File: src/include/gpde_defs.svh
`ifndef GPDE_DEFS_SVH
`define GPDE_DEFS_SVH

`define GPDE_ADDR_W        8
`define GPDE_OFS_D_DATA    8'h00
`define GPDE_OFS_D_LATCH   8'h04
`define GPDE_OFS_D_DIR     8'h08
`define GPDE_OFS_E_DATA    8'h0C
`define GPDE_OFS_E_LATCH   8'h10
`define GPDE_OFS_E_DIR     8'h14
`define GPDE_OFS_E_ANALOG  8'h18
`define GPDE_OFS_STATUS    8'h1C

`define GPDE_RST_D_DIR     8'hFF
`define GPDE_RST_D_LATCH   8'h00
`define GPDE_RST_E_DIR     3'h7
`define GPDE_RST_E_LATCH   3'h0
`define GPDE_RST_E_ANALOG  3'h7

`define GPDE_E_ONLY_BIT    3
`define GPDE_ST_MCLR_BIT   0
`define GPDE_ST_VPP_BIT    1
`define GPDE_ST_BUILD_BIT  2
`define GPDE_ST_RSTREQ_BIT 3

`endif

File: src/include/gpde_pkg.sv
package gpde_pkg;

    typedef enum logic [1:0] {
        GPDE_IDLE   = 2'b00,
        GPDE_ACCESS = 2'b01
    } gpde_phase_type;

    typedef logic [31:0] gpde_word_type;

endpackage

File: src/hdl/gpde_top.sv
// How it works
// - Port D has eight pins, each with its own direction.
// - Direction bit 1 turns the port D driver off, pin is input.
// - Direction bit 0 drives the port D latch bit onto the pin.
// - Reading the port D latch returns the latch, not the pins.
// - Power-on reset puts every port D direction bit at 1.
// - Small build leaves port D registers out; they read zero.
// - Large build gives port E four bits, three with direction.
// - Low port E pins selected as analog read as zero.
// - Port E direction uses the same 1 input, 0 output convention.
// - Analog selection never forces the port E drivers off.
// - Reading the port E latch returns the latched values.
// - Fourth port E pin is input only; config bit 0 means port.
// - Fourth port E pin has no direction or latch bit.
// - With config bit set, fourth pin is the master-clear input.
// - Programming-voltage detection comes from its own input, not the fourth pin.
// - Power-on reset puts the low port E pins in analog mode.
// - Fourth pin data reads zero while master-clear is enabled.
`timescale 1ns/100ps
`default_nettype none
`include "gpde_defs.svh"

module gpde_top
    import gpde_pkg::*;
#(
    parameter bit BUILD_40_PIN = 1'b1,
    parameter int D_WIDTH      = 8,
    parameter int E_LOW_WIDTH  = 3
) (
    input  wire logic                     clock,
    input  wire logic                     sys_rst,
    input  wire logic                     ce,
    input  wire logic                     psel,
    input  wire logic                     penable,
    input  wire logic                     pwrite,
    input  wire logic [`GPDE_ADDR_W-1:0]  paddr,
    input  wire logic [31:0]              pwdata,
    output var  logic [31:0]              prdata,
    output var  logic                     pready,
    output var  logic                     pslverr,
    input  wire logic [D_WIDTH-1:0]       port_d_pin_in,
    output var  logic [D_WIDTH-1:0]       port_d_pin_out,
    output var  logic [D_WIDTH-1:0]       port_d_pin_oe,
    input  wire logic [E_LOW_WIDTH-1:0]   port_e_low_pins_in,
    output var  logic [E_LOW_WIDTH-1:0]   port_e_low_pins_out,
    output var  logic [E_LOW_WIDTH-1:0]   port_e_low_pins_oe,
    output var  logic [E_LOW_WIDTH-1:0]   port_e_analog,
    input  wire logic                     port_e_input_only_pin,
    input  wire logic                     master_clear_enable_cfg,
    input  wire logic                     prog_voltage_in,
    output var  logic                     master_clear_rst,
    output var  logic                     prog_voltage_det
);

    localparam int SYNC_W = D_WIDTH + E_LOW_WIDTH + 3;
    localparam int E_ONLY = D_WIDTH + E_LOW_WIDTH;

    logic [SYNC_W-1:0]      sync_q;
    logic [D_WIDTH-1:0]     d_pins;
    logic [E_LOW_WIDTH-1:0] e_low;
    logic                   e_only;
    logic                   mclr_en;
    logic                   vpp_seen;
    logic [D_WIDTH-1:0]     d_dir;
    logic [E_LOW_WIDTH-1:0] e_dir;
    gpde_phase_type         phase;
    logic                   setup;
    logic                   access;
    logic                   wr_d_lat;
    logic                   wr_d_dir;
    logic                   wr_e_lat;
    logic                   wr_e_dir;
    logic                   wr_e_ana;
    logic                   unmapped;
    logic [3:0]             e_read;
    gpde_word_type          next_prdata;

    // Every pin and strap crosses in through two flops
    gpde_sync #(
        .WIDTH (SYNC_W)
    ) u_sync (
        .clock    (clock),
        .sys_rst  (sys_rst),
        .ce       (ce),
        .async_in ({prog_voltage_in, master_clear_enable_cfg,
                    port_e_input_only_pin, port_e_low_pins_in, port_d_pin_in}),
        .sync_out (sync_q)
    );

    assign d_pins   = sync_q[D_WIDTH-1:0];
    assign e_low    = sync_q[D_WIDTH +: E_LOW_WIDTH];
    assign e_only   = sync_q[E_ONLY];
    assign mclr_en  = sync_q[E_ONLY+1];
    assign vpp_seen = sync_q[E_ONLY+2];

    assign setup  = psel && !penable && phase == GPDE_IDLE;
    assign access = psel && penable && pready;

    // Pin data writes land in the latch, as on the latch register itself
    always_comb begin
        wr_d_lat = 1'b0;
        wr_d_dir = 1'b0;
        wr_e_lat = 1'b0;
        wr_e_dir = 1'b0;
        wr_e_ana = 1'b0;
        if (access && pwrite) begin
            if (paddr == `GPDE_OFS_D_DATA || paddr == `GPDE_OFS_D_LATCH) begin
                wr_d_lat = 1'b1;
            end else if (paddr == `GPDE_OFS_D_DIR) begin
                wr_d_dir = 1'b1;
            end else if (paddr == `GPDE_OFS_E_DATA || paddr == `GPDE_OFS_E_LATCH) begin
                wr_e_lat = 1'b1;
            end else if (paddr == `GPDE_OFS_E_DIR) begin
                wr_e_dir = 1'b1;
            end else if (paddr == `GPDE_OFS_E_ANALOG) begin
                wr_e_ana = 1'b1;
            end
        end
    end

    gpde_pin_bank #(
        .WIDTH   (D_WIDTH),
        .PRESENT (BUILD_40_PIN),
        .RST_DIR (`GPDE_RST_D_DIR),
        .RST_LAT (`GPDE_RST_D_LATCH)
    ) u_port_d (
        .clock    (clock),
        .sys_rst  (sys_rst),
        .ce       (ce),
        .wr_latch (wr_d_lat),
        .wr_dir   (wr_d_dir),
        .wdata    (pwdata[D_WIDTH-1:0]),
        .latch    (port_d_pin_out),
        .dir      (d_dir),
        .oe       (port_d_pin_oe)
    );

    // Analog select is kept out of the driver path on purpose
    gpde_pin_bank #(
        .WIDTH   (E_LOW_WIDTH),
        .PRESENT (BUILD_40_PIN),
        .RST_DIR (`GPDE_RST_E_DIR),
        .RST_LAT (`GPDE_RST_E_LATCH)
    ) u_port_e (
        .clock    (clock),
        .sys_rst  (sys_rst),
        .ce       (ce),
        .wr_latch (wr_e_lat),
        .wr_dir   (wr_e_dir),
        .wdata    (pwdata[E_LOW_WIDTH-1:0]),
        .latch    (port_e_low_pins_out),
        .dir      (e_dir),
        .oe       (port_e_low_pins_oe)
    );

    always_ff @(posedge clock or posedge sys_rst) begin
        if (sys_rst) begin
            port_e_analog <= `GPDE_RST_E_ANALOG;
        end else if (ce && BUILD_40_PIN && wr_e_ana) begin
            port_e_analog <= pwdata[E_LOW_WIDTH-1:0];
        end
    end

    // Pin is active low as a reset; request held while the level lasts
    always_ff @(posedge clock or posedge sys_rst) begin
        if (sys_rst) begin
            master_clear_rst <= 1'b0;
        end else if (ce) begin
            master_clear_rst <= mclr_en && !e_only;
        end
    end

    always_ff @(posedge clock or posedge sys_rst) begin
        if (sys_rst) begin
            prog_voltage_det <= 1'b0;
        end else if (ce) begin
            prog_voltage_det <= vpp_seen;
        end
    end

    // Fourth pin has data only, never latch or direction
    always_comb begin
        e_read = 4'h0;
        if (BUILD_40_PIN) begin
            e_read[E_LOW_WIDTH-1:0] = e_low & ~port_e_analog;
        end
        e_read[`GPDE_E_ONLY_BIT] = mclr_en ? 1'b0 : e_only;
    end

    always_comb begin
        next_prdata = 32'h0000_0000;
        unmapped    = 1'b0;
        if (paddr == `GPDE_OFS_D_DATA) begin
            next_prdata[D_WIDTH-1:0] = BUILD_40_PIN ? d_pins : '0;
        end else if (paddr == `GPDE_OFS_D_LATCH) begin
            next_prdata[D_WIDTH-1:0] = port_d_pin_out;
        end else if (paddr == `GPDE_OFS_D_DIR) begin
            next_prdata[D_WIDTH-1:0] = BUILD_40_PIN ? d_dir : '0;
        end else if (paddr == `GPDE_OFS_E_DATA) begin
            next_prdata[3:0] = e_read;
        end else if (paddr == `GPDE_OFS_E_LATCH) begin
            next_prdata[E_LOW_WIDTH-1:0] = port_e_low_pins_out;
        end else if (paddr == `GPDE_OFS_E_DIR) begin
            next_prdata[E_LOW_WIDTH-1:0] = BUILD_40_PIN ? e_dir : '0;
        end else if (paddr == `GPDE_OFS_E_ANALOG) begin
            next_prdata[E_LOW_WIDTH-1:0] = BUILD_40_PIN ? port_e_analog : '0;
        end else if (paddr == `GPDE_OFS_STATUS) begin
            next_prdata[`GPDE_ST_MCLR_BIT]   = mclr_en;
            next_prdata[`GPDE_ST_VPP_BIT]    = vpp_seen;
            next_prdata[`GPDE_ST_BUILD_BIT]  = BUILD_40_PIN;
            next_prdata[`GPDE_ST_RSTREQ_BIT] = master_clear_rst;
        end else begin
            unmapped = 1'b1;
        end
    end

    // Decoding at setup lets prdata, pready and pslverr all come from flops with no wait state
    always_ff @(posedge clock or posedge sys_rst) begin
        if (sys_rst) begin
            phase <= GPDE_IDLE;
        end else if (ce) begin
            case (phase)
                GPDE_IDLE: begin
                    if (setup) begin
                        phase <= GPDE_ACCESS;
                    end
                end
                GPDE_ACCESS: begin
                    // Ready lasts one enabled cycle, so an aborted transfer cannot lock us
                    phase <= GPDE_IDLE;
                end
                default: begin
                    phase <= GPDE_IDLE;
                end
            endcase
        end
    end

    always_ff @(posedge clock or posedge sys_rst) begin
        if (sys_rst) begin
            pready  <= 1'b0;
            pslverr <= 1'b0;
        end else if (ce) begin
            pready  <= setup;
            pslverr <= setup && unmapped;
        end
    end

    always_ff @(posedge clock or posedge sys_rst) begin
        if (sys_rst) begin
            prdata <= 32'h0000_0000;
        end else if (ce && setup) begin
            prdata <= pwrite ? 32'h0000_0000 : next_prdata;
        end
    end
endmodule

`default_nettype wire

File: src/hdl/gpde_sync.sv
`timescale 1ns/100ps
`default_nettype none

module gpde_sync #(
    parameter int WIDTH = 8
) (
    input  wire logic             clock,
    input  wire logic             sys_rst,
    input  wire logic             ce,
    input  wire logic [WIDTH-1:0] async_in,
    output var  logic [WIDTH-1:0] sync_out
);

    logic [WIDTH-1:0] meta;

    // First stage feeds only the second stage
    for (genvar i = 0; i < WIDTH; i++) begin : g_bit
        always_ff @(posedge clock or posedge sys_rst) begin
            if (sys_rst) begin
                meta[i]     <= 1'b0;
                sync_out[i] <= 1'b0;
            end else if (ce) begin
                meta[i]     <= async_in[i];
                sync_out[i] <= meta[i];
            end
        end
    end

endmodule

`default_nettype wire

File: src/hdl/gpde_pin_bank.sv
`timescale 1ns/100ps
`default_nettype none

module gpde_pin_bank #(
    parameter int               WIDTH   = 8,
    parameter bit               PRESENT = 1'b1,
    parameter logic [WIDTH-1:0] RST_DIR = '1,
    parameter logic [WIDTH-1:0] RST_LAT = '0
) (
    input  wire logic             clock,
    input  wire logic             sys_rst,
    input  wire logic             ce,
    input  wire logic             wr_latch,
    input  wire logic             wr_dir,
    input  wire logic [WIDTH-1:0] wdata,
    output var  logic [WIDTH-1:0] latch,
    output var  logic [WIDTH-1:0] dir,
    output var  logic [WIDTH-1:0] oe
);

    // Enable kept as its own flop so the pin driver is not behind an inverter
    for (genvar i = 0; i < WIDTH; i++) begin : g_pin
        always_ff @(posedge clock or posedge sys_rst) begin
            if (sys_rst) begin
                latch[i] <= RST_LAT[i];
                dir[i]   <= RST_DIR[i];
                oe[i]    <= ~RST_DIR[i];
            end else if (ce && PRESENT) begin
                if (wr_latch) begin
                    latch[i] <= wdata[i];
                end
                if (wr_dir) begin
                    dir[i] <= wdata[i];
                    oe[i]  <= ~wdata[i];
                end
            end
        end
    end

endmodule

`default_nettype wire

File: config.mk
export PLATFORM = sky130hd
export DESIGN_NAME = gpde_top
export DESIGN_NICKNAME = d
export VERILOG_FILES = /design/src/include/gpde_pkg.sv /design/src/hdl/gpde_top.sv /design/src/hdl/gpde_sync.sv /design/src/hdl/gpde_pin_bank.sv
export VERILOG_INCLUDE_DIRS = /design/src /design/src/include
export SDC_FILE = /design/constraint.sdc
export NUM_CORES = 1
export LEC_CHECK = 0
export BUFFER_PORTS_ARGS = -buffer_cell sky130_fd_sc_hd__buf_2
export CAP_MARGIN = 20
export CORE_MARGIN = 3
export CORE_UTILIZATION = 30
export DETAILED_ROUTE_END_ITERATION = 8
export HOLD_SLACK_MARGIN = 0.15
export PLACE_DENSITY_LB_ADDON = 0.05
export RECOVER_POWER = 100
export SYNTH_ARGS = -nofsm -noshare
export SYNTH_HDL_FRONTEND = slang
export SYNTH_SLANG_ARGS = --single-unit
File: constraint.sdc
create_clock -name clock -period 4.1 [get_ports clock]
set_clock_uncertainty 0.2 [all_clocks]
set_input_delay 0.82 -clock clock [delete_from_list [all_inputs] [get_ports clock]]
set_output_delay 0.82 -clock clock [all_outputs]
set_load 0.02 [all_outputs]
==> results.md <==
- The flow ran to the end, but the final reports show violations.
- The final reports fail on capacitance limit, slew limit.
- The share of total power dissipated in combinational logic is 0.087.
- In this run the number of H-tree levels came out at 3.
- The sum of internal, switching and leakage power is roughly 1900 uW.
- The floorplan die area is 13,100 um2.
- The mapped netlist covers ~3500 um2.
- After clock tree synthesis, the repair step resized 0 gates.
- Along the worst hold path, the cell count comes to 2.
- During I/O placement, the number of pins put on the boundary was 121.
- The first-pass GRT wire length is 13.4 mm.
- The wire length after detailed routing is 8.79 mm.
- The initial antenna violation count is 0.
- The via count of the first global-routing pass is 2,371.
- The end of the worst hold path is prdata[3].
- The buffer type at the clock tree root is sky130_fd_sc_hd__clkbuf_16.
- TritonCTS built the clock tree.
- In this run the critical register-to-register path is captured at u_port_d.dir[2].
- Post-CTS timing repair inserted 0 buffers for setup.
- At the worst endpoint, the required time is around 4.2 ns.
- By startpoint and endpoint, the worst setup path is classified as in2reg.
- A synthesized cell averages 12.4 um2.
- Measured on the finished design, the core utilization comes to 0.367.
- The clock-pin slew on the worst setup and hold paths is 0.06 ns.
- Static timing analysis puts the maximum clock frequency at 0.295 GHz.
- The period utilization is 0.826.
- In the routed design, unresolved DRC markers number 0.
- The number of max-capacitance violations reported is 2.
- The startpoint of the worst hold path is prdata[3].
- The number of enable flip-flop cells after synthesis is 0.
- The count of buffers added on input and output ports is 72.
- The library cell used most frequently in the layout, excluding fill and tap cells, is sky130_fd_sc_hd__dfrtp_1.
- The least setup slack across all paths after layout is 0.715 ns.
- The critical-path maximum fanout is 20.
- The number of CTS-inserted buffers is 9.
- The analysis attributes to cell leakage a power of 0.00186 uW.
- The number of buffers on the longest clock path is 2.
- For this run, the total global-route usage over all layers was measured as 0.137.
- After synthesis, the share of flip-flops with an asynchronous set or reset is 1.00.
- Yosys printed 0 warnings.
- Detailed routing inserted a total of 2,376 vias.
- The internal portion of total power is 1460 uW.
- The share of layout cells above drive strength 1 is 0.344.
- Setup violations remaining at the end of the flow were counted as 0.
- The CTS sink count is 77.
- The register area share after synthesis is 0.550.
- 0 antenna diodes ended up in the layout.
- Headroom to the max-slew limit came out at -0.0622.
- In this run, post-CTS hold repair placed 0 buffers.
- The final standard cell area without fillers is 4200 um2.
- From bottom edge to top edge, the die measures around 110 um.
- Among all flip-flop cells after synthesis, the most frequent one is sky130_fd_sc_hd__dfrtp_1.
- For the pin with the worst max-slew slack, the measured transition is 1.59 ns.
- The iteration count of the initial detailed-routing pass is 4.
- Entering global routing, the biggest net connects 30 pins.
- The final-report max-slew violation count was 59.
- The net total in the final layout is just over 400.
- For the worst-skew pair, the clock arrives at the later sink with an insertion delay of 0.34 ns.
- The final HPWL from detailed placement is a little over 6 mm.
- The total net switching power is 446 uW.
- Setup repair after global routing left no endpoint under its margin.
- The worst register-to-register path has a setup slack of 1.57 ns.
- For the final routed database, the setup TNS stands at 0 ns.
- Once detail routing completed, the nets flagged for antenna violations numbered 0.
- The tightest min-delay check is of the reg2reg type.
- The worst vdd rail ir drop is 0.229 mV.
- The fraction of power spent switching nets is 0.234.
- The category of the worst setup path launch point is a primary input.
- The part of the power in registers is 0.433.
- The unique cell type count in the Yosys netlist is 42.
- Routability-driven placement finished with a final weighted congestion of ~0.74.
- The site row count is 39.
- The library cells used most frequently in the layout, excluding fill and tap cells, are 63 x sky130_fd_sc_hd__dfrtp_1, 54 x sky130_fd_sc_hd__mux2_2, 41 x sky130_fd_sc_hd__clkbuf_1.
- The overall die width is 115 um.
- The startpoint identified for the worst register-to-register timing path is pready.
- The final critical delay including setup and external delays is 3.39 ns.
- The cell count of the worst reg-to-reg path is 4.
- The fraction of power consumed by the clock network is 0.479.
- The core area is 11,500 um2.
- In the final routed layout, each cell accounts on average for ~17 um.
- The final hold violation count was 0.
- Summing all placed instances gives a cell area of between 3000 and 4000 um2.
- The synthesized instance count is 286.
- The nature of the critical path endpoint is a flop.
- Prior to clock tree synthesis, the placed netlist has a worst setup slack of 0.547 ns.
- The arrival time at the worst endpoint is roughly 3.5 ns.
- The number of flip-flops and latches in the synthesized netlist is 77.
- The detail-routed via count per cell is 4.72.
- The area growth from synthesis to layout is 18.8%.
- For this design the ratio of total power to cell area is 454 nW/um2.
- The total overflow left after global routing is 0.
- The starting density of the core is 0.308.
- In this run, the number of DRC markers left after iteration 0 of detailed routing was 106.
[worst max-delay path by stage]
stage | from | end
2_1_floorplan | paddr[5] | u_port_d.dir[1]
3_3_place_gp | paddr[5] | u_port_d.dir[1]
3_5_place_dp | paddr[5] | u_port_d.dir[1]
4_1_cts | paddr[5] | u_port_d.dir[2]
5_1_grt | ce | u_port_d.latch[1]
6_report | ce | u_port_d.dir[2]
[logic make-up after synthesis]
kind of cell | after synthesis | share of synthesized area
AO/OA/AOI/OAI | 54 | 0.0976
buffers and inverters | 51 | 0.0842
flip-flops | 77 | 0.550
multiplexers | 61 | 0.198
other | 1 | 0.00106
AND/OR/NAND/NOR | 42 | 0.0693
[layout make-up]
type / instances / area [um2]
Fill cell: 1203 / 7260
Clock buffer: 9 / 225
Multi-Input combinational cell: 181 / 1370
Inverter: 10 / 37.5
Tap cell: 143 / 179
Clock inverter: 7 / 114
Timing Repair Buffer: 76 / 332
Sequential cell: 77 / 1940
[layer usage]
metal,global-route usage,wire (um),vias to the layer above
met5,0,0,-
li1,-,-,1109
met3,0.0465,408,7
met2,0.210,4080,66
met1,0.182,4180,1194
met4,0.0451,121,0
[Yosys cell counts, types with 2 or more instances]
library cell	n	share of area
sky130_fd_sc_hd__mux2_4	2	0.0085
sky130_fd_sc_hd__o31ai_1	8	0.017
sky130_fd_sc_hd__nand3_1	2	0.0028
sky130_fd_sc_hd__nand2b_1	5	0.0088
sky130_fd_sc_hd__a21boi_0	4	0.0085
sky130_fd_sc_hd__buf_4	24	0.051
sky130_fd_sc_hd__a21oi_1	4	0.0057
sky130_fd_sc_hd__nor2b_1	3	0.0053
sky130_fd_sc_hd__dfstp_2	14	0.10
sky130_fd_sc_hd__buf_6	2	0.0064
sky130_fd_sc_hd__a2bb2oi_1	2	0.0050
sky130_fd_sc_hd__a32o_1	3	0.0085
sky130_fd_sc_hd__a211oi_1	2	0.0042
sky130_fd_sc_hd__nor2_1	4	0.0042
sky130_fd_sc_hd__nand2_1	10	0.011
sky130_fd_sc_hd__nand3b_1	2	0.0042
sky130_fd_sc_hd__nor3b_1	2	0.0042
sky130_fd_sc_hd__clkbuf_1	10	0.011
sky130_fd_sc_hd__nor3_1	2	0.0028
sky130_fd_sc_hd__mux2i_1	4	0.011
sky130_fd_sc_hd__o21ai_0	20	0.028
sky130_fd_sc_hd__or4_1	3	0.0064
sky130_fd_sc_hd__buf_1	4	0.0042
sky130_fd_sc_hd__or2_2	2	0.0035
sky130_fd_sc_hd__inv_1	9	0.0096
sky130_fd_sc_hd__dfrtp_1	63	0.45
sky130_fd_sc_hd__o22ai_1	8	0.014
sky130_fd_sc_hd__mux2_2	54	0.17
[worst max-delay path: stages]
cell and delay, ns:
sky130_fd_sc_hd__clkbuf_1 0.70, sky130_fd_sc_hd__nand4_1 0.15, sky130_fd_sc_hd__or4_4 0.58, sky130_fd_sc_hd__or4_1 0.76
sky130_fd_sc_hd__mux2_1 0.43
[through the flow]
| step | hold WS, ns | cells |
|---|---|---|
| after floorplan | 0.272 | 309 |
| after global placement | 0.262 | 487 |
| after detailed placement | 0.265 | 487 |
| after CTS | 0.279 | 503 |
| after global routing | 0.312 | 503 |
| final | 0.279 | 503 |
[power groups by stage]
stage | Sequential [uW] | Combinational (uW) | Clock (uW)
after detailed placement | 842 | 174 | 0
final | 827 | 167 | 915
after CTS | 828 | 174 | 940
after global placement | 840 | 173 | 0
after global routing | 832 | 186 | 971
after floorplan | 840 | 131 | 0
[state kept, by name (all words and copies together), names as in the netlist]
register and flops:
u_port_d.oe 8, u_port_e.oe 3, prdata 8, phase 1, pslverr 1, u_sync.meta 14
master_clear_rst 1, u_port_e.dir 3, u_sync.sync_out 14, prog_voltage_det 1, u_port_d.dir 8, u_port_d.latch 8
u_port_e.latch 3, port_e_analog 3, pready 1
No activity file was read; power rests on OpenSTA's default activity.
